## config.mk

```make
export PLATFORM = sky130hd
export DESIGN_NAME = ldcr_lcd_drive_control
export DESIGN_NICKNAME = d
export VERILOG_FILES = /design/src/ldcr_pkg.sv /design/src/ldcr_tick_div.sv /design/src/ldcr_duty_pulse.sv /design/src/ldcr_lcd_drive_control.sv
export SDC_FILE = /design/constraint.sdc
export NUM_CORES = 1
export LEC_CHECK = 0
export ABC_AREA = 1
export ABC_CLOCK_PERIOD_IN_PS = 1400
export BUFFER_PORTS_ARGS = -buffer_cell sky130_fd_sc_hd__buf_2
export CAP_MARGIN = 10
export CORE_ASPECT_RATIO = 1.2
export CORE_UTILIZATION = 47
export DETAILED_ROUTE_END_ITERATION = 6
export PLACE_DENSITY_LB_ADDON = 0.25
export SLEW_MARGIN = 20
export SYNTH_ARGS = -nofsm -noshare
export SYNTH_HDL_FRONTEND = slang
export SYNTH_SLANG_ARGS = --single-unit
```

## constraint.sdc

```tcl
create_clock -name clock -period 1.4 [get_ports clock]
set_clock_uncertainty 0.05 [all_clocks]
set_input_delay 0.42 -clock clock [delete_from_list [all_inputs] [get_ports clock]]
set_output_delay 0.42 -clock clock [all_outputs]
set_load 0.01 [all_outputs]
```

## src/ldcr_pkg.sv

```systemverilog
// Package: register map, field layout, reset values and carrier types of the LCD drive control block
package ldcr_pkg;

  // ==========================================
  // Register map (byte addresses)
  localparam int unsigned AXI_AW      = 4;
  localparam logic [3:0]  ADDR_MAIN   = 4'h0;
  localparam logic [3:0]  ADDR_WAVE   = 4'h4;
  localparam logic [3:0]  ADDR_CKSTP  = 4'h8;
  localparam logic [3:0]  ADDR_STATUS = 4'hc;

  // ==========================================
  // Field positions
  localparam int unsigned MAIN_GATE_BIT = 6;
  localparam int unsigned MAIN_ACT_BIT  = 5;
  localparam int unsigned MAIN_SHOW_BIT = 4;
  localparam int unsigned WAVE_SEL_BIT  = 7;
  localparam int unsigned STBY_BIT      = 0;

  // ==========================================
  // Reset values and fixed read bits
  localparam logic [7:0] MAIN_RST       = 8'h80;
  localparam logic [7:0] WAVE_RST       = 8'h60;
  localparam logic [7:0] CKSTP_RST      = 8'hff;
  localparam logic [7:0] MAIN_ONES      = 8'h80;
  localparam logic [7:0] WAVE_ONES      = 8'h60;
  localparam logic [7:0] CKSTP_ONES     = 8'hf0;

  // ==========================================
  // Frame timing: operating ticks per frame
  localparam int unsigned FRAME_W       = 10;
  localparam logic [9:0]  SUB_FRAME_DIV = 10'h100;
  localparam logic [9:0]  SYS_FRAME_DIV = 10'h200;
  localparam int unsigned SYS_DIV_W     = 8;
  localparam int unsigned SUB_DIV_W     = 2;

  // ==========================================
  // Charge/discharge pulse codes, connected ticks per 32-tick period
  localparam int unsigned PULSE_PH_W     = 5;
  localparam logic [3:0]  CDS_FIXED_HIGH = 4'h0;
  localparam logic [3:0]  CDS_FIXED_LOW  = 4'h7;
  localparam logic [4:0]  PULSE_SIXTEENTH = 5'h02;
  localparam logic [4:0]  PULSE_THIRTY2ND = 5'h01;

  // ==========================================
  // Bus responses
  localparam logic [1:0] RESP_OKAY   = 2'h0;
  localparam logic [1:0] RESP_SLVERR = 2'h2;

  // ==========================================
  // Carrier types
  typedef struct packed {
    logic       power_gate;  // Drive supply request
    logic       activate;    // Controller run
    logic       show_data;   // Memory data versus blank
    logic [3:0] clk_sel;     // Frame clock select
    logic       wave_b;      // B waveform
    logic [3:0] pulse_sel;   // Pulse duty code
    logic [3:0] stop_n;      // Module standby bits, low = standby
  } ldcr_regs_t;

  typedef struct packed {
    logic power_on;       // LCD drive supply on
    logic show_data;      // Panel shows memory data
    logic waveform_b;     // B drive waveform
    logic frame_tick;     // One pulse per frame
    logic frame_phase;    // Toggles each frame
    logic split_connect;  // Split resistance connected
    logic module_standby; // Module in standby
  } ldcr_drive_t;

  typedef struct packed {
    ldcr_regs_t          regs;
    logic                aw_got;
    logic [3:0]          aw_addr;
    logic                w_got;
    logic [7:0]          wdata;
    logic                wstrb0;
    logic                bvalid;
    logic [1:0]          bresp;
    logic                rvalid;
    logic [1:0]          rresp;
    logic [7:0]          rdata;
    logic [FRAME_W-1:0]  frame_cnt;
    logic                frame_tick;
    logic                frame_phase;
    logic                power_on;
    logic                show_data;
  } ldcr_state_t;

  localparam ldcr_regs_t REGS_RST = '{
    power_gate: MAIN_RST[6], activate: MAIN_RST[5], show_data: MAIN_RST[4],
    clk_sel: MAIN_RST[3:0], wave_b: WAVE_RST[7], pulse_sel: WAVE_RST[3:0],
    stop_n: CKSTP_RST[3:0]};

  localparam ldcr_state_t ST_RST = '{regs: REGS_RST, default: '0};

endpackage

```

## src/ldcr_tick_div.sv

```systemverilog
// Module: binary clock-enable divider, one tick per 2**sel steps
`timescale 1ns/10ps
module ldcr_tick_div
  import ldcr_pkg::*;
#(
  parameter int unsigned WIDTH = 8,
  parameter int unsigned SEL_W = 4
) (
  input  wire logic             clock,  // System clock
  input  wire logic             arst_n, // Async reset, active low
  input  wire logic             clear,  // Hold count at zero
  input  wire logic             step,   // One source clock edge
  input  wire logic [SEL_W-1:0] sel,    // Divide by 2**sel
  output logic                  tick    // One-cycle divided pulse
);

  typedef struct packed {
    logic [WIDTH-1:0] cnt;  // Step counter
    logic             tick; // Registered tick
  } ldcr_div_state_t;

  ldcr_div_state_t st;      // Current state
  ldcr_div_state_t next_st; // Next state
  logic [WIDTH-1:0] mask;   // Low bits that must be all ones

  // ==========================================
  // Next state
  always_comb begin
    next_st = st;
    mask = ~({WIDTH{1'b1}} << sel);
    next_st.tick = 1'b0;
    if (clear) begin
      // Restart so that the first period after release is whole
      next_st.cnt = '0;
    end else if (step) begin
      next_st.cnt = st.cnt + 1'b1;
      next_st.tick = ((st.cnt & mask) == mask);
    end
  end

  // ==========================================
  // State register
  always_ff @(posedge clock or negedge arst_n) begin
    if (!arst_n) begin
      st <= '0;
    end else begin
      st <= next_st;
    end
  end

  assign tick = st.tick;

endmodule

```

## src/ldcr_duty_pulse.sv

```systemverilog
// Module: charge/discharge pulse generator for the bias split resistance
`timescale 1ns/10ps
module ldcr_duty_pulse
  import ldcr_pkg::*;
(
  input  wire logic       clock,   // System clock
  input  wire logic       arst_n,  // Async reset, active low
  input  wire logic       clear,   // Controller halted
  input  wire logic       step,    // Operating clock tick
  input  wire logic [3:0] code,    // Duty code
  output logic            connect  // Resistance connected
);

  typedef struct packed {
    logic [PULSE_PH_W-1:0] phase;   // Position in pulse period
    logic                  connect; // Registered output
  } ldcr_pulse_state_t;

  ldcr_pulse_state_t st;      // Current state
  ldcr_pulse_state_t next_st; // Next state

  // ==========================================
  // Next state: connected while phase below the duty share
  always_comb begin
    next_st = st;
    if (clear) begin
      next_st.phase = '0;
      next_st.connect = 1'b0;
    end else begin
      if (step) begin
        next_st.phase = st.phase + 1'b1;
      end
      if (code == CDS_FIXED_HIGH) begin
        next_st.connect = 1'b1;
      end else if (code == CDS_FIXED_LOW) begin
        // Permanently open; bias must come from outside
        next_st.connect = 1'b0;
      end else if (code[3]) begin
        next_st.connect = code[2] ? (st.phase < PULSE_THIRTY2ND) : (st.phase < PULSE_SIXTEENTH);
      end else begin
        // Eighths: Tc over Tw of a 32-tick period
        next_st.connect = (st.phase < {code[2:0], 2'h0});
      end
    end
  end

  // ==========================================
  // State register
  always_ff @(posedge clock or negedge arst_n) begin
    if (!arst_n) begin
      st <= '0;
    end else begin
      st <= next_st;
    end
  end

  assign connect = st.connect;

endmodule

```

## src/ldcr_lcd_drive_control.sv

```systemverilog
// Module: LCD drive control registers, frame clock and drive gating behind AXI4-Lite
`timescale 1ns/10ps

module ldcr_lcd_drive_control
  import ldcr_pkg::*;
(
  input  wire logic              clock,           // System clock, 25 MHz
  input  wire logic              arst_n,          // Async reset, active low
  input  wire logic              awvalid,         // Write address valid
  output logic                   awready,         // Write address ready
  input  wire logic [AXI_AW-1:0] awaddr,          // Write byte address
  input  wire logic              wvalid,          // Write data valid
  output logic                   wready,          // Write data ready
  input  wire logic [31:0]       wdata,           // Write data
  input  wire logic [3:0]        wstrb,           // Write byte strobes
  output logic                   bvalid,          // Write response valid
  input  wire logic              bready,          // Write response ready
  output logic [1:0]             bresp,           // Write response
  input  wire logic              arvalid,         // Read address valid
  output logic                   arready,         // Read address ready
  input  wire logic [AXI_AW-1:0] araddr,          // Read byte address
  output logic                   rvalid,          // Read data valid
  input  wire logic              rready,          // Read data ready
  output logic [31:0]            rdata,           // Read data
  output logic [1:0]             rresp,           // Read response
  input  wire logic              sub_tick,        // Sub-clock edge pulse
  input  wire logic              chip_standby,    // Chip in standby mode
  input  wire logic              sys_clock_halted, // Sub/watch/subsleep mode
  input  wire logic              duty_one_third,  // One-third duty in use
  output ldcr_drive_t            drive,           // Panel drive controls
  output logic [2:0]             other_stop_n     // Other modules' standby bits
);

  // ==========================================
  // Declarations
  ldcr_state_t          st;           // Current state
  ldcr_state_t          next_st;      // Next state
  logic                 running;      // Controller may operate
  logic                 sys_tick;     // Divided system clock
  logic                 sub_div_tick; // Divided sub-clock
  logic                 op_tick;      // Selected operating tick
  logic [3:0]           sys_sel;      // System divider select
  logic [1:0]           sub_sel;      // Sub divider select
  logic [FRAME_W-1:0]   frame_base;   // Ticks per frame
  logic [FRAME_W-1:0]   term_m1;      // Last count of a frame
  logic                 split_conn;   // From pulse generator
  logic                 wr_fire;      // Write both halves held
  logic [7:0]           rd_byte;      // Read mux
  logic                 rd_hit;       // Read address mapped

  // ==========================================
  // Run condition: standby or halt keeps everything still
  assign running = st.regs.activate & st.regs.stop_n[STBY_BIT] & ~chip_standby;

  // ==========================================
  // Frame clock selection
  always_comb begin
    // System path divides by 2, 4 .. 256
    sys_sel = {1'b0, st.regs.clk_sel[2:0]} + 4'h1;
    // Sub path: 00 none, 01 half, 1x quarter
    sub_sel = st.regs.clk_sel[1] ? 2'h2 : {1'b0, st.regs.clk_sel[0]};
    if (st.regs.clk_sel[3]) begin
      // No system clock in low-power modes, so no display
      op_tick = sys_tick & ~sys_clock_halted;
      frame_base = SYS_FRAME_DIV;
    end else begin
      op_tick = sub_div_tick;
      frame_base = SUB_FRAME_DIV;
    end
    // Three quarters of the ticks gives four thirds the rate
    term_m1 = (duty_one_third ? frame_base - (frame_base >> 2) : frame_base) - 10'h001;
  end

  ldcr_tick_div #(
    .WIDTH (SYS_DIV_W),
    .SEL_W (4)
  ) u_sys_div (
    .clock  (clock),
    .arst_n (arst_n),
    .clear  (~running),
    .step   (1'b1),
    .sel    (sys_sel),
    .tick   (sys_tick)
  );

  ldcr_tick_div #(
    .WIDTH (SUB_DIV_W),
    .SEL_W (2)
  ) u_sub_div (
    .clock  (clock),
    .arst_n (arst_n),
    .clear  (~running),
    .step   (sub_tick),
    .sel    (sub_sel),
    .tick   (sub_div_tick)
  );

  ldcr_duty_pulse u_pulse (
    .clock   (clock),
    .arst_n  (arst_n),
    .clear   (~running),
    .step    (op_tick),
    .code    (st.regs.pulse_sel),
    .connect (split_conn)
  );

  // ==========================================
  // Read mux with fixed bits forced
  always_comb begin
    rd_hit = 1'b1;
    unique case (araddr)
      ADDR_MAIN: begin
        // Top bit fixed at one
        rd_byte = MAIN_ONES | {1'b0, st.regs.power_gate, st.regs.activate,
                               st.regs.show_data, st.regs.clk_sel};
      end
      ADDR_WAVE: begin
        // Bits 6:5 one, bit 4 zero
        rd_byte = WAVE_ONES | {st.regs.wave_b, 3'h0, st.regs.pulse_sel};
      end
      ADDR_CKSTP: begin
        rd_byte = CKSTP_ONES | {4'h0, st.regs.stop_n};
      end
      ADDR_STATUS: begin
        rd_byte = {4'h0, split_conn, st.frame_phase, running, st.power_on};
      end
      default: begin
        rd_byte = 8'h00;
        rd_hit = 1'b0;
      end
    endcase
  end

  // ==========================================
  // Next state: bus slave, registers, frame counter
  assign wr_fire = st.aw_got & st.w_got & ~st.bvalid;

  always_comb begin
    next_st = st;
    // Write address and data are taken in either order
    if (awvalid && awready) begin
      next_st.aw_got = 1'b1;
      next_st.aw_addr = awaddr;
    end
    if (wvalid && wready) begin
      next_st.w_got = 1'b1;
      next_st.wdata = wdata[7:0];
      next_st.wstrb0 = wstrb[0];
    end
    if (wr_fire) begin
      next_st.aw_got = 1'b0;
      next_st.w_got = 1'b0;
      next_st.bvalid = 1'b1;
      next_st.bresp = RESP_OKAY;
      unique case (st.aw_addr)
        ADDR_MAIN: begin
          // Top bit has no storage, writes to it vanish
          if (st.wstrb0) begin
            next_st.regs.power_gate = st.wdata[MAIN_GATE_BIT];
            next_st.regs.activate = st.wdata[MAIN_ACT_BIT];
            next_st.regs.show_data = st.wdata[MAIN_SHOW_BIT];
            next_st.regs.clk_sel = st.wdata[3:0];
          end
        end
        ADDR_WAVE: begin
          // Bits 6:4 are not stored
          if (st.wstrb0) begin
            next_st.regs.wave_b = st.wdata[WAVE_SEL_BIT];
            next_st.regs.pulse_sel = st.wdata[3:0];
          end
        end
        ADDR_CKSTP: begin
          if (st.wstrb0) begin
            next_st.regs.stop_n = st.wdata[3:0];
          end
        end
        ADDR_STATUS: begin
          // Status is read-only; writes are dropped
        end
        default: begin
          next_st.bresp = RESP_SLVERR;
        end
      endcase
    end
    if (st.bvalid && bready) begin
      next_st.bvalid = 1'b0;
    end
    // Read: one edge from address to data
    if (arvalid && arready) begin
      next_st.rvalid = 1'b1;
      next_st.rdata = rd_byte;
      next_st.rresp = rd_hit ? RESP_OKAY : RESP_SLVERR;
    end else if (st.rvalid && rready) begin
      next_st.rvalid = 1'b0;
    end
    // Supply only while running and requested
    next_st.power_on = running & st.regs.power_gate;
    // Blank unless display bit set and running
    next_st.show_data = running & st.regs.show_data;
    // Frame counter; halting freezes the picture in blank
    next_st.frame_tick = 1'b0;
    if (!running) begin
      next_st.frame_cnt = '0;
    end else if (op_tick) begin
      if (st.frame_cnt >= term_m1) begin
        next_st.frame_cnt = '0;
        next_st.frame_tick = 1'b1;
        next_st.frame_phase = ~st.frame_phase;
      end else begin
        next_st.frame_cnt = st.frame_cnt + 10'h001;
      end
    end
  end

  // ==========================================
  // State register; reset values are constants
  always_ff @(posedge clock or negedge arst_n) begin
    if (!arst_n) begin
      st <= ST_RST;
    end else begin
      st <= next_st;
    end
  end

  // ==========================================
  // Outputs
  assign awready = ~st.aw_got & ~st.bvalid;
  assign wready = ~st.w_got & ~st.bvalid;
  assign bvalid = st.bvalid;
  assign bresp = st.bresp;
  assign arready = ~st.rvalid;
  assign rvalid = st.rvalid;
  assign rdata = {24'h000000, st.rdata};
  assign rresp = st.rresp;
  assign other_stop_n = st.regs.stop_n[3:1];

  always_comb begin
    drive.power_on = st.power_on;
    drive.show_data = st.show_data;
    drive.waveform_b = st.regs.wave_b;
    drive.frame_tick = st.frame_tick;
    drive.frame_phase = st.frame_phase;
    drive.split_connect = split_conn;
    drive.module_standby = ~st.regs.stop_n[STBY_BIT];
  end
endmodule

```

[Word level (Yosys, flattened, before mapping)]
Index checks and enable logic that the tools add are counted.
Word-level totals
  output and inout port bits: 51
  bits of input ports: 55
  logic and storage cells: 123
  register bits: 77
Cells by class
  bitwise operators: 21
  reduce and logical (&&, ||, !) cells: 18
  shift operators: 2
  equality and inequality tests: 11
  $add $sub $neg: 7
  muxes and demuxes: 32
  order comparisons: 4
Operator list (count)
  $mux 10: 5
  $pmux 8 s4: 1
  $eq 4x4->1 const B: 4
  $mux 1: 13
  $eq 4x3->1 const B: 3
  $logic_not 4->1: 3
  $mux 12: 1
  $mux 2: 6
  $reduce_and 3->1: 4
  $add 10x1->10 const B: 1
  $ge 10x10->1: 1
  $mux 5: 2
  $sub 10x1->10 const B: 1
  $sub 10x8->10: 1
  $and 1x1->1: 9
  $add 8x1->8 const B: 1
  $and 8x8->8: 1
  $eq 8x8->1: 1
  $mux 8: 1
  $not 1->1: 8
  $not 8->8: 1
  $reduce_bool 2->1: 4
  $reduce_or 4->1: 2
  $shl 8x4->8 const A: 1
  15 further kinds: 20

[Logic depth before layout (Yosys ltp)]
Gate-level depths: netlist of the first run.
  depth after elaboration: 8
  mapped depth: 10
  depth with buffers taken out: 10

[By module]
Synthesis of the first run repeated with hierarchy kept, for this count alone.
Second synthesis, totals
  cells, all modules: 519
  area total of the unflattened synthesis: 4226.6 µm²
By module, submodules not included
  ldcr_lcd_drive_control: sequential area each 1431.4 µm², instances 1, area each 3178.0 µm², cells an instance 378
  ldcr_tick_div at u_sys_div: sequential area each 225.2 µm², instances 1, area each 519.2 µm², cells an instance 69
  ldcr_duty_pulse: sequential area each 150.1 µm², instances 1, area each 386.6 µm², cells an instance 53
  ldcr_tick_div at u_sub_div: sequential area each 75.1 µm², instances 1, area each 142.6 µm², cells an instance 19

[Worst setup path after synthesis of the first run]
OpenSTA, ideal clock, no wires.
  path type: register -> register
  start: register st[55] in the netlist's numbering
  end: register st[4] in the netlist's numbering
  data required time: 1.285 ns
  setup slack: -0.104 ns
  clock period less this slack: 1.504 ns
  path buffers: 0
  stages on the path, launching flop included: 11
  library setup time: 0.065 ns
  arrival: 1.389 ns
  cells stage by stage: dfrtp_1 -> nand2_1 -> inv_1 -> ha_1 -> nand2_1 -> nand2_1 -> a21oi_1 -> nand2_2 -> nor2_8 -> nand2_1 -> nand2_1
On the way
  longest elaborated chain between the ends: 8
  elaborated cells on any way between the ends: 10
  classes of those cells: add/sub (2); order compare (1); eq/ne (1); mux (6)
Ends and longest elaborated chain
  start: declaration: RTL line ldcr_lcd_drive_control.sv:36  | ldcr_state_t st;
  start signal: assignment: RTL line ldcr_lcd_drive_control.sv:221  | st <= next_st;
  $mux 10: RTL line ldcr_lcd_drive_control.sv:62  | if (st.regs.clk_sel[3]) begin
  $sub 10x8->10: RTL line ldcr_lcd_drive_control.sv:71  | term_m1 = (duty_one_third ? frame_base - (frame_base >> 2) : frame_base) - 10'h001;
  $mux 10: RTL line ldcr_lcd_drive_control.sv:71
  $sub 10x1->10: RTL line ldcr_lcd_drive_control.sv:71
  $ge 10x10->1: RTL line ldcr_lcd_drive_control.sv:205  | if (st.frame_cnt >= term_m1) begin
  $mux 10: RTL line ldcr_lcd_drive_control.sv:205
  $mux 12: RTL line ldcr_lcd_drive_control.sv:204  | end else if (op_tick) begin
  $mux 10: RTL line ldcr_lcd_drive_control.sv:202  | if (!running) begin
Parallel ways exist; a longest one is shown, timed or not. The select of a mux whose other input is x is not followed.
A chain may end at the register's enable or synchronous reset.

==> results.py, run 1 <==
metrics = {
    "worst_setup_path": {
        "end_kind": "primary output",
        "worstPathMaxFanout": 2,
        "startpoint": "st[43]",
        "worstSetupStartpointType": "register",
        "rrSetupSlack_ns": -0.18,
        "cp_slowest_stage_delay_ns": 0.56,
        "worstPathArrival_ns": 1.15,
        "path_cells": "buf_6 > inv_2 > buf_6",
        "crit_family": "flip-flops",
        "cp_slowest_cell": "dfstp_2",
        "crit_type": "register to primary output",
        "cpMostUsedCell": "buf_6",
        "r2r_start": "st[55]",
        "required_ns": 0.93,
        "endpoint": "drive[0]",
        "path_buf_inv": 3,
        "cp.depth": 3,
        "r2r-end": "st[11]",
        "reg2regPathDepth": 10,
    },
    "detailed_routing": {
        "vias": 3363,
        "wl_per_cell_um": 12.7,
        "routed_wl_mm": 8.95,
        "vias_per_cell": 4.78,
        "drt_iter0_markers": 115,
        "drt-pass1-iter-count": 4,
        "postRouteAntennaNets": 0,
        "drc": 0,
    },
    "floorplanning": {
        "die-area_mm2": 0.00924,
        "rows": 37,
        "io_pins": 106,
        "fp.coreArea_mm2": 0.00856,
        "die_width_um": 87.9,
        "start_util_pct": 48.6,
        "die_y_um": 105,
    },
    "clock_network": {
        "h-tree-depth": 3,
        "cts_inserted_buffers": 9,
        "cts-root-buf": "clkbuf_8",
        "clock_latency_ns": 0.36,
        "clk_pin_slew_ns": 0.08,
        "cts_tree": "done",
        "cts_max_path_buffers": 2,
        "cts_sinks": 75,
    },
    "synthesis": {
        "ys_seq_elements": 75,
        "ys_async_sr_fraction_pct": 100,
        "yosys.area.top_type": "dfrtp_1",
        "synth-edff-count": 0,
        "synthTopCellsByArea": "dfrtp_1, nand2_1, buf_4",
        "ys_seq_area_share_pct": 45.2,
        "yosys.area.top_type_share_pct": 42.7,
        "synth_cell_types": 35,
        "synthTopCellsByCount": "nand2_1, dfrtp_1, inv_1, buf_4, nor2_1",
        "synth.avg_cell_area_um2": 8.36,
        "yosysWarnings": 0,
        "syn_area_mm2": 0.00416,
        "ys.flop_type": "dfrtp_1",
        "synth_cells": 498,
        "yosysMostFrequentCell": "nand2_1",
    },
    "global_route": {
        "antenna_found_initial": 0,
        "grt_pass1_wl_mm": 14.1,
        "grt_pass1_vias": 3129,
        "grt_usage_pct": 19.8,
        "grt-ovfl-total": 0,
        "grt_max_degree": 27,
    },
    "timing": {
        "finalWorstSetupSlack_ns": -0.223,
        "min_period_ns": 1.62,
        "hold_viol_final": 0,
        "fmax_mhz": 616,
        "fin_crit_sh_pct": 116,
        "rsz0062_at_grt": "yes",
        "finalSetupViolCount": 53,
        "tns_ns": -5.09,
        "drv_slew": 0,
        "whs_ns": 0.189,
    },
    "power": {
        "powerDensity_mw_per_mm2": 1510,
        "power.internal_w": 0.00524,
        "p_sw_w": 0.00277,
        "leakage_nw": 2.67,
        "p_seq_share_pct": 39.1,
        "combinationalPowerShare_pct": 35.0,
        "p_clk_share_pct": 25.9,
        "switching_share_pct": 34.6,
        "vdd_ir_drop_max_uv": 1120,
    },
    "layout": {
        "fin_cells": 704,
        "syn2layout_area_growth_pct": 27.6,
        "finish.utilization_pct": 62.0,
        "fin_nets": 650,
        "fin_area_mm2": 0.00531,
        "layout-drive-gt1-share_pct": 33.7,
        "diodes": 0,
    },
    "run_status": {
        "outcome": "complete, but fails checks",
        "violations": "setup timing",
    },
    "run": {
        "maxCapViolations": 0,
    },
    "min_path": {
        "hp-class": "input pin to register",
    },
    "placed_design": {
        "place_inst": 664,
        "place_congestion": 0.851,
        "place.detailed.hpwl_mm": 5.95,
        "io_buffer_count": 52,
        "placed_cell_area_mm2": 0.00450,
    },
}
-- cell type report --
| class | count | area, um2 |
|---|---|---|
| Fill cell | 715 | 3250 |
| Inverter | 59 | 231 |
| Tap cell | 117 | 146 |
| Timing Repair Buffer | 97 | 728 |
| Sequential cell | 75 | 1880 |
| Multi-Input combinational cell | 340 | 2070 |
| Clock buffer | 10 | 138 |
| Clock inverter | 6 | 113 |
-- cells by family after synthesis --
family,synth area share (%)
xor+xnor,1.89
mux,0.811
fa+ha+maj,3.91
flops,45.2
buf+inv,14.6
simple gates,24.6
other cells,0.180
compound gates,8.77
-- worst register-to-register path: cells and delay by family (launching register included) --
family / cells / cell delay [ns]
AND/OR/NAND/NOR: 7 / 0.63
buffers and inverters: 1 / 0.04
adder cells (fa/ha/maj): 1 / 0.21
AO/OA/AOI/OAI: 1 / 0.14
flip-flops: 1 / 0.46
-- per-stage QoR --
stage	setup WS (ns)	total power [W]
6_report	-0.223	0.00800
5_1_grt	-0.307	0.00849
4_1_cts	-0.206	0.00751
3_5_place_dp	-0.307	0.00505
3_3_place_gp	-0.287	0.00497
2_1_floorplan	-0.0823	0.00451
-- routing by layer --
layer | wire length, um | global-route usage (%)
met2 | 4660 | 32.5
met5 | 0 | 0
met4 | 222 | 10.3
met1 | 3750 | 24.1
met3 | 320 | 4.03
-- placed cells by master, fill, tap and decap left out, types with 4 or more instances in the layout --
| cell | instances |
|---|---|
| nand2_4 | 11 |
| o21ai_0 | 12 |
| clkbuf_8 | 10 |
| ha_1 | 11 |
| nand2_1 | 112 |
| nand3_4 | 4 |
| xnor2_1 | 7 |
| nand2_2 | 9 |
| buf_4 | 34 |
| nor2_4 | 9 |
| o21ai_1 | 18 |
| a21oi_1 | 20 |
| o21ai_2 | 8 |
| conb_1 | 27 |
| buf_6 | 14 |
| inv_2 | 7 |
| nand3_1 | 14 |
| nor2_1 | 29 |
| dfstp_2 | 4 |
| nor2_2 | 10 |
| nand4_1 | 11 |
| dfrtp_1 | 69 |
| inv_1 | 49 |
| buf_2 | 44 |
-- registers in the layout, indices dropped and copies added (netlist names) --
name,cells
other_stop_n,3
rresp,1
u_sub_div.st,2
u_sys_div.st,8
bresp,1
rvalid,1
u_pulse.st,5
u_sub_div.tick,1
u_sys_div.tick,1
u_pulse.connect,1
bvalid,1
drive,5
rdata,8
st,37
-- worst min-delay path by stage --
stage                     startpoint        to  depth (start not counted)
after floorplan               arst_n  bresp[1]                          0
after global placement        arst_n    st[10]                          1
after detailed placement      arst_n    st[10]                          1
after CTS                     bready    bvalid                          2
after global routing          bready    bvalid                          2
final                         rready    rvalid                          2
-- power by group through the flow --
stage               combinational, W  sequential (W)  clock (W)
finish                       0.00280         0.00313    0.00207
global route                 0.00308         0.00318    0.00222
CTS                          0.00233         0.00307    0.00211
detailed placement           0.00194         0.00311          0
global placement             0.00189         0.00309          0
floorplan                    0.00148         0.00302          0
-- timing repair --
action,in CTS,in global routing
endpoints found under the setup margin,23,65
endpoints found under the hold margin,15,0
setup buffers,12,8
pin swaps,10,20
gates resized for setup,24,69
cloned,2,1
hold buffers,1,0
Power figures use the tool's default switching activity.
==> run 2, diff against run 1 <==
--- a/config.mk
+++ b/config.mk
@@ -5,7 +5,6 @@
 export SDC_FILE = /design/constraint.sdc
 export NUM_CORES = 1
 export LEC_CHECK = 0
-export ABC_AREA = 1
 export ABC_CLOCK_PERIOD_IN_PS = 1400
 export BUFFER_PORTS_ARGS = -buffer_cell sky130_fd_sc_hd__buf_2
 export CAP_MARGIN = 10
@@ -13,6 +12,7 @@
 export CORE_UTILIZATION = 47
 export DETAILED_ROUTE_END_ITERATION = 6
 export PLACE_DENSITY_LB_ADDON = 0.25
+export REMOVE_ABC_BUFFERS = 1
 export SLEW_MARGIN = 20
 export SYNTH_ARGS = -nofsm -noshare
 export SYNTH_HDL_FRONTEND = slang
==> run 2 against run 1 <==
Against the previous run: the run still ends with setup timing left; wire length decreased by 1.2%; worst setup slack got worse by 0.26 ns; maximum frequency decreased by 14%; area after synthesis decreased by 3.6%; critical endpoint is now st[9]; largest power group unchanged.
==> results.py, run 2 <==
metrics = {
    "detailed_routing": {
        "drc": 0,
        "routed_wl_mm": 8.84,
        "drt-pass1-iter-count": 4,
        "drt_iter0_markers": 101,
        "vias_per_cell": 5.09,
        "vias": 3040,
        "wl_per_cell_um": 14.8,
        "postRouteAntennaNets": 0,
    },
    "placed_design": {
        "place.detailed.hpwl_mm": 5.95,
        "place_congestion": 0.854,
        "placed_cell_area_mm2": 0.00456,
        "place_inst": 560,
        "io_buffer_count": 52,
    },
    "min_path": {
        "hp-class": "input pin to asynchronous set/reset pin",
    },
    "global_route": {
        "grt_usage_pct": 21.0,
        "antenna_found_initial": 0,
        "grt_pass1_wl_mm": 14.4,
        "grt_pass1_vias": 3110,
        "grt_max_degree": 76,
        "grt-ovfl-total": 0,
    },
    "timing": {
        "rsz0062_at_grt": "yes",
        "fin_crit_sh_pct": 134,
        "hold_viol_final": 0,
        "finalWorstSetupSlack_ns": -0.479,
        "fmax_mhz": 532,
        "min_period_ns": 1.88,
        "drv_slew": 0,
        "finalSetupViolCount": 54,
    },
    "synthesis": {
        "synthTopCellsByArea": "dfrtp_1, buf_4, mux2_2",
        "synth_cell_types": 54,
        "ys_seq_area_share_pct": 46.9,
        "synth_cells": 368,
        "yosys.area.top_type_share_pct": 44.3,
        "yosysWarnings": 0,
        "ys_seq_elements": 75,
        "ys_async_sr_fraction_pct": 100,
        "synth.avg_cell_area_um2": 10.9,
        "syn_area_mm2": 0.00401,
        "synth-edff-count": 0,
        "yosys.area.top_type": "dfrtp_1",
        "ys.flop_type": "dfrtp_1",
        "synthTopCellsByCount": "dfrtp_1, buf_4, mux2_2, nand2_1, nor2_1",
        "yosysMostFrequentCell": "dfrtp_1",
    },
    "layout": {
        "fin_cells": 597,
        "syn2layout_area_growth_pct": 32.6,
        "fin_area_mm2": 0.00532,
        "top_register": "st",
        "seq_area_mm2": 0.00188,
        "layout-drive-gt1-share_pct": 46.8,
        "fill_cells": 640,
        "diodes": 0,
        "fin_nets": 546,
        "layout_commonest_cell": "dfrtp_1",
        "multi_input_area_mm2": 0.00211,
        "largest_reg_flops": 37,
        "final_cell_mix": "dfrtp_1, buf_4, buf_2, conb_1, nand2_1",
    },
    "floorplanning": {
        "io_pins": 106,
        "fp.coreArea_mm2": 0.00820,
        "rows": 36,
        "die-area_mm2": 0.00891,
        "die_y_um": 103,
        "die_width_um": 86.4,
        "start_util_pct": 49.0,
    },
    "clock_network": {
        "cts_tree": "done",
        "cts_inserted_buffers": 9,
        "cts-root-buf": "clkbuf_8",
        "cts_max_path_buffers": 2,
        "cts_sinks": 75,
        "clk_pin_slew_ns": 0.08,
        "clock_latency_ns": 0.35,
        "h-tree-depth": 3,
        "cts_hold_buf": 0,
    },
    "run": {
        "maxCapViolations": 0,
    },
    "worst_setup_path": {
        "worstPathArrival_ns": 2.06,
        "end_kind": "register",
        "worstPathMaxFanout": 5,
        "cp_slowest_stage_delay_ns": 0.41,
        "cp_slowest_cell": "dfrtp_1",
        "crit_type": "register to register",
        "required_ns": 1.58,
        "path_cells": "and2_1 > ha_1 > nand4_1 > or3_4 > buf_6 > a41oi_2 > mux2i_1",
        "worstSetupStartpointType": "register",
    },
    "run_status": {
        "violations": "setup timing",
        "outcome": "complete, but fails checks",
    },
    "power": {
        "powerDensity_mw_per_mm2": 1420,
        "vdd_ir_drop_max_uv": 1370,
        "leakage_nw": 2.54,
    },
}
## run 2: cell count changes after synthesis, sizes merged, moves of 5 or more
cell / previous run / this run
o211ai: 1 / 6
nand3: 20 / 6
nand2: 135 / 25
clkbuf: 0 / 5
a21oi: 23 / 10
xor2: 2 / 10
o21ai: 39 / 16
nor2: 49 / 23
mux2: 3 / 29
inv: 58 / 14
nor2b: 0 / 6
a22o: 0 / 6
xnor2: 7 / 2
## run 2: final cells by class
type,instances,area share [%]
Clock inverter,4,1.39
Multi-Input combinational cell,252,39.6
Timing Repair Buffer,126,17.3
Sequential cell,75,35.4
Tap cell,114,2.68
Clock buffer,12,2.73
Inverter,14,0.988
## run 2: cell families after synthesis
| family | count (synthesis) | share of synthesized area (%) |
|---|---|---|
| compound gates | 57 | 9.69 |
| simple gates | 108 | 15.4 |
| other cells | 2 | 0.187 |
| fa+ha+maj | 13 | 4.05 |
| mux | 34 | 10.6 |
| buf+inv | 67 | 10.6 |
| flops | 75 | 46.9 |
| xor+xnor | 12 | 2.62 |
## run 2: worst paths after layout
check,startpoint,to,slack [ns],depth (start not counted)
worst max-delay path,st[55],st[9],-0.48,7
worst min-delay path,arst_n,rvalid,0.03,2
worst max register to register,st[55],st[9],-0.48,7
worst min register to register,rdata[6],rdata[6],0.44,2
max in group asynchronous,arst_n,other_stop_n[2],0.90,2
min in group clock,rready,rvalid,0.20,2
## run 2: worst max-delay path: cells and delay by family, from the launching register on
family | cells | cell delay [ns]
AND/OR/NAND/NOR | 3 | 0.61
adder cells (fa/ha/maj) | 1 | 0.28
multiplexers | 1 | 0.10
flip-flops | 1 | 0.41
buffers and inverters | 1 | 0.15
AO/OA/AOI/OAI | 1 | 0.17
## run 2: routing by layer
layer  part of all wire, %  track usage [%]  vias to the layer above
met5                     0                0                        -
met4                   1.9             8.59                        0
li1                      -                -                     1458
met3                   3.4             3.10                       16
met1                    42             25.4                     1494
met2                    53             37.7                       72
## run 2: timing repair
item / 4_1_cts / 5_1_grt
gates resized for setup: 64 / 36
cloned: 2 / 0
endpoints found under the setup margin: 57 / 62
buffers inserted: 12 / 9
hold endpoints to repair: 0 / 0
pin swaps: 15 / 9
## run 2: stage by stage
step | hold WS, ns | util [%] | power, W | worst slack [ns] | TNS (ns)
6_report | 0.0284 | 64.9 | 0.00755 | -0.479 | -11.30
5_1_grt | 0.0710 | 64.9 | 0.00796 | -0.560 | -14.67
4_1_cts | 0.0596 | 62.3 | 0.00727 | -0.483 | -11.24
3_5_place_dp | 0.424 | 55.6 | 0.00492 | -0.672 | -14.38
3_3_place_gp | 0.413 | 55.6 | 0.00484 | -0.597 | -12.84
2_1_floorplan | 0.0744 | - | 0.00406 | -0.831 | -13.44
## run 2: power by group
part,internal [W],switching (W),total (W)
clock,0.00106,0.000801,0.00186
sequential,0.00265,0.000440,0.00309
combinational,0.00160,0.00101,0.00261
total,0.00531,0.00225,0.00755
==> run 3, diff against run 2 <==
--- a/config.mk
+++ b/config.mk
@@ -12,6 +12,7 @@
 export CORE_UTILIZATION = 47
 export DETAILED_ROUTE_END_ITERATION = 6
 export PLACE_DENSITY_LB_ADDON = 0.25
+export RECOVER_POWER = 25
 export REMOVE_ABC_BUFFERS = 1
 export SLEW_MARGIN = 20
 export SYNTH_ARGS = -nofsm -noshare
==> run 3 against run 2 <==
Against the previous run: the flow still finishes with violations (setup timing); maximum frequency unchanged; core utilization decreased by 0.15 points; global-route usage unchanged; via count unchanged; worst setup slack unchanged; largest power group unchanged; highest routed layer unchanged.
==> results.py, run 3 (synthesis gave the netlist of run 2 again) <==
metrics = {
    "run_status": {
        "outcome": "complete, but fails checks",
        "violations": "setup timing",
    },
    "power": {
        "p_seq_share_pct": 40.9,
        "power.internal_w": 0.00530,
        "powerDensity_mw_per_mm2": 1420,
        "leakage_nw": 2.53,
        "switching_share_pct": 29.8,
        "p_sw_w": 0.00225,
        "vdd_ir_drop_max_uv": 1370,
        "p_clk_share_pct": 24.6,
        "combinationalPowerShare_pct": 34.5,
    },
    "worst_setup_path": {
        "path_cells": "and2_1 > ha_1 > nand4_1 > or3_4 > buf_6 > a41oi_2 > mux2i_1",
        "worstPathMaxFanout": 5,
        "cp_slowest_stage_delay_ns": 0.41,
        "worstPathArrival_ns": 2.06,
        "required_ns": 1.58,
        "cp_slowest_cell": "dfrtp_1",
        "reg2regPathDepth": 7,
        "worstSetupStartpointType": "register",
        "crit_type": "register to register",
        "end_kind": "register",
    },
    "floorplanning": {
        "fp.coreArea_mm2": 0.00820,
        "io_pins": 106,
        "die_width_um": 86.4,
        "rows": 36,
        "start_util_pct": 49.0,
        "die-area_mm2": 0.00891,
        "die_y_um": 103,
    },
    "timing": {
        "relSlewSlack_pct": 31.2,
        "fmax_mhz": 532,
        "hold_viol_final": 0,
        "rsz0062_at_grt": "yes",
        "finalWorstSetupSlack_ns": -0.479,
        "drv_slew": 0,
        "finalSetupViolCount": 54,
        "fin_crit_sh_pct": 134,
        "min_period_ns": 1.88,
        "worst_pin_slew_ns": 1.03,
    },
    "layout": {
        "fin_area_mm2": 0.00531,
        "layout-drive-gt1-share_pct": 46.8,
        "top_register": "st",
        "layout_commonest_cell": "dfrtp_1",
        "final_cell_mix": "dfrtp_1, buf_4, buf_2, conb_1, nand2_1",
        "diodes": 0,
        "fill_cells": 642,
        "syn2layout_area_growth_pct": 32.3,
        "multi_input_area_mm2": 0.00211,
        "fin_nets": 546,
        "seq_area_mm2": 0.00188,
        "largest_reg_flops": 37,
    },
    "detailed_routing": {
        "vias_per_cell": 5.09,
        "wl_per_cell_um": 14.8,
        "routed_wl_mm": 8.84,
        "drt-pass1-iter-count": 4,
        "drc": 0,
        "vias": 3040,
        "drt_iter0_markers": 101,
        "postRouteAntennaNets": 0,
    },
    "placed_design": {
        "io_buffer_count": 52,
        "place_congestion": 0.854,
        "placed_cell_area_mm2": 0.00456,
        "pre_cts_ws_ns": -0.672,
        "place.detailed.hpwl_mm": 5.95,
    },
    "min_path": {
        "min_delay_path_depth": 2,
        "hp-class": "input pin to register",
    },
    "global_route": {
        "grt_pass1_vias": 3110,
        "antenna_found_initial": 0,
        "grt-ovfl-total": 0,
        "grt_usage_pct": 21.0,
        "grt_max_degree": 76,
        "grt_pass1_wl_mm": 14.4,
    },
    "clock_network": {
        "cts-root-buf": "clkbuf_8",
        "cts_tree": "done",
        "cts_hold_buf": 0,
        "h-tree-depth": 3,
        "cts_inserted_buffers": 9,
        "cts_max_path_buffers": 2,
        "clk_pin_slew_ns": 0.08,
        "cts_sinks": 75,
        "clock_latency_ns": 0.35,
    },
    "run": {
        "maxCapViolations": 0,
    },
}
run 3: cell types whose count changed in the layout (fill, tap and decap cells not counted), sizes merged:
cell,delta
buf,-1
clkbuf,+1
run 3: power groups by stage:
stage                     registers, W  clock network, W  logic (W)
after floorplan                0.00307                 0   0.000993
after global placement         0.00305                 0    0.00178
after detailed placement       0.00308                 0    0.00184
after CTS                      0.00307           0.00189    0.00232
after global routing           0.00315           0.00198    0.00283
final                          0.00309           0.00186    0.00260
run 3: layout make-up:
type / count / share of cell area (%)
flip-flops and latches: 75 / 35.5
repair buffers: 126 / 17.1
inverters: 14 / 0.990
well taps: 114 / 2.69
clock inverters: 4 / 1.39
multi-input cells: 252 / 39.7
clock buffers: 12 / 2.73
run 3: worst paths after layout:
kind	end	slack, ns	from
worst max-delay path	st[9]	-0.48	st[55]
worst min-delay path	rvalid	0.20	rready
worst max register to register	st[9]	-0.48	st[55]
worst min register to register	rdata[6]	0.44	rdata[6]
max in group asynchronous	st[53]	0.28	arst_n
min in group asynchronous	rvalid	0.29	arst_n
run 3: per-stage QoR:
step                hold slack [ns]  std cells  total power, W  setup TNS, ns  utilization, %
finish                        0.197        597         0.00755         -11.30            64.8
global route                  0.187        597         0.00795         -14.67            64.8
CTS                          0.0596        589         0.00727         -11.24            62.3
detailed placement            0.424        560         0.00492         -14.38            55.6
global placement              0.413        560         0.00484         -12.84            55.6
floorplan                    0.0744        340         0.00406         -13.44               -
run 3: layer usage:
layer	vias to the layer above	track usage [%]	share of wire (%)
met3	16	3.10	3.4
met2	72	37.7	53
met1	1494	25.4	42
li1	1458	-	-
met4	0	8.59	1.9
met5	-	0	0
run 3: timing repair:
item,CTS,global route
buffers inserted,12,9
gates resized for setup,64,36
gates cloned,2,0
pin swaps,15,9
setup endpoints to repair,57,62
run 3: worst max-delay path: cells and delay by family (launching register included):
family | cells | cell delay [ns]
adders and majority gates | 1 | 0.28
muxes | 1 | 0.10
AOI/OAI and AO/OA | 1 | 0.17
buffers and inverters | 1 | 0.15
DFF | 1 | 0.41
and+or+nand+nor | 3 | 0.61
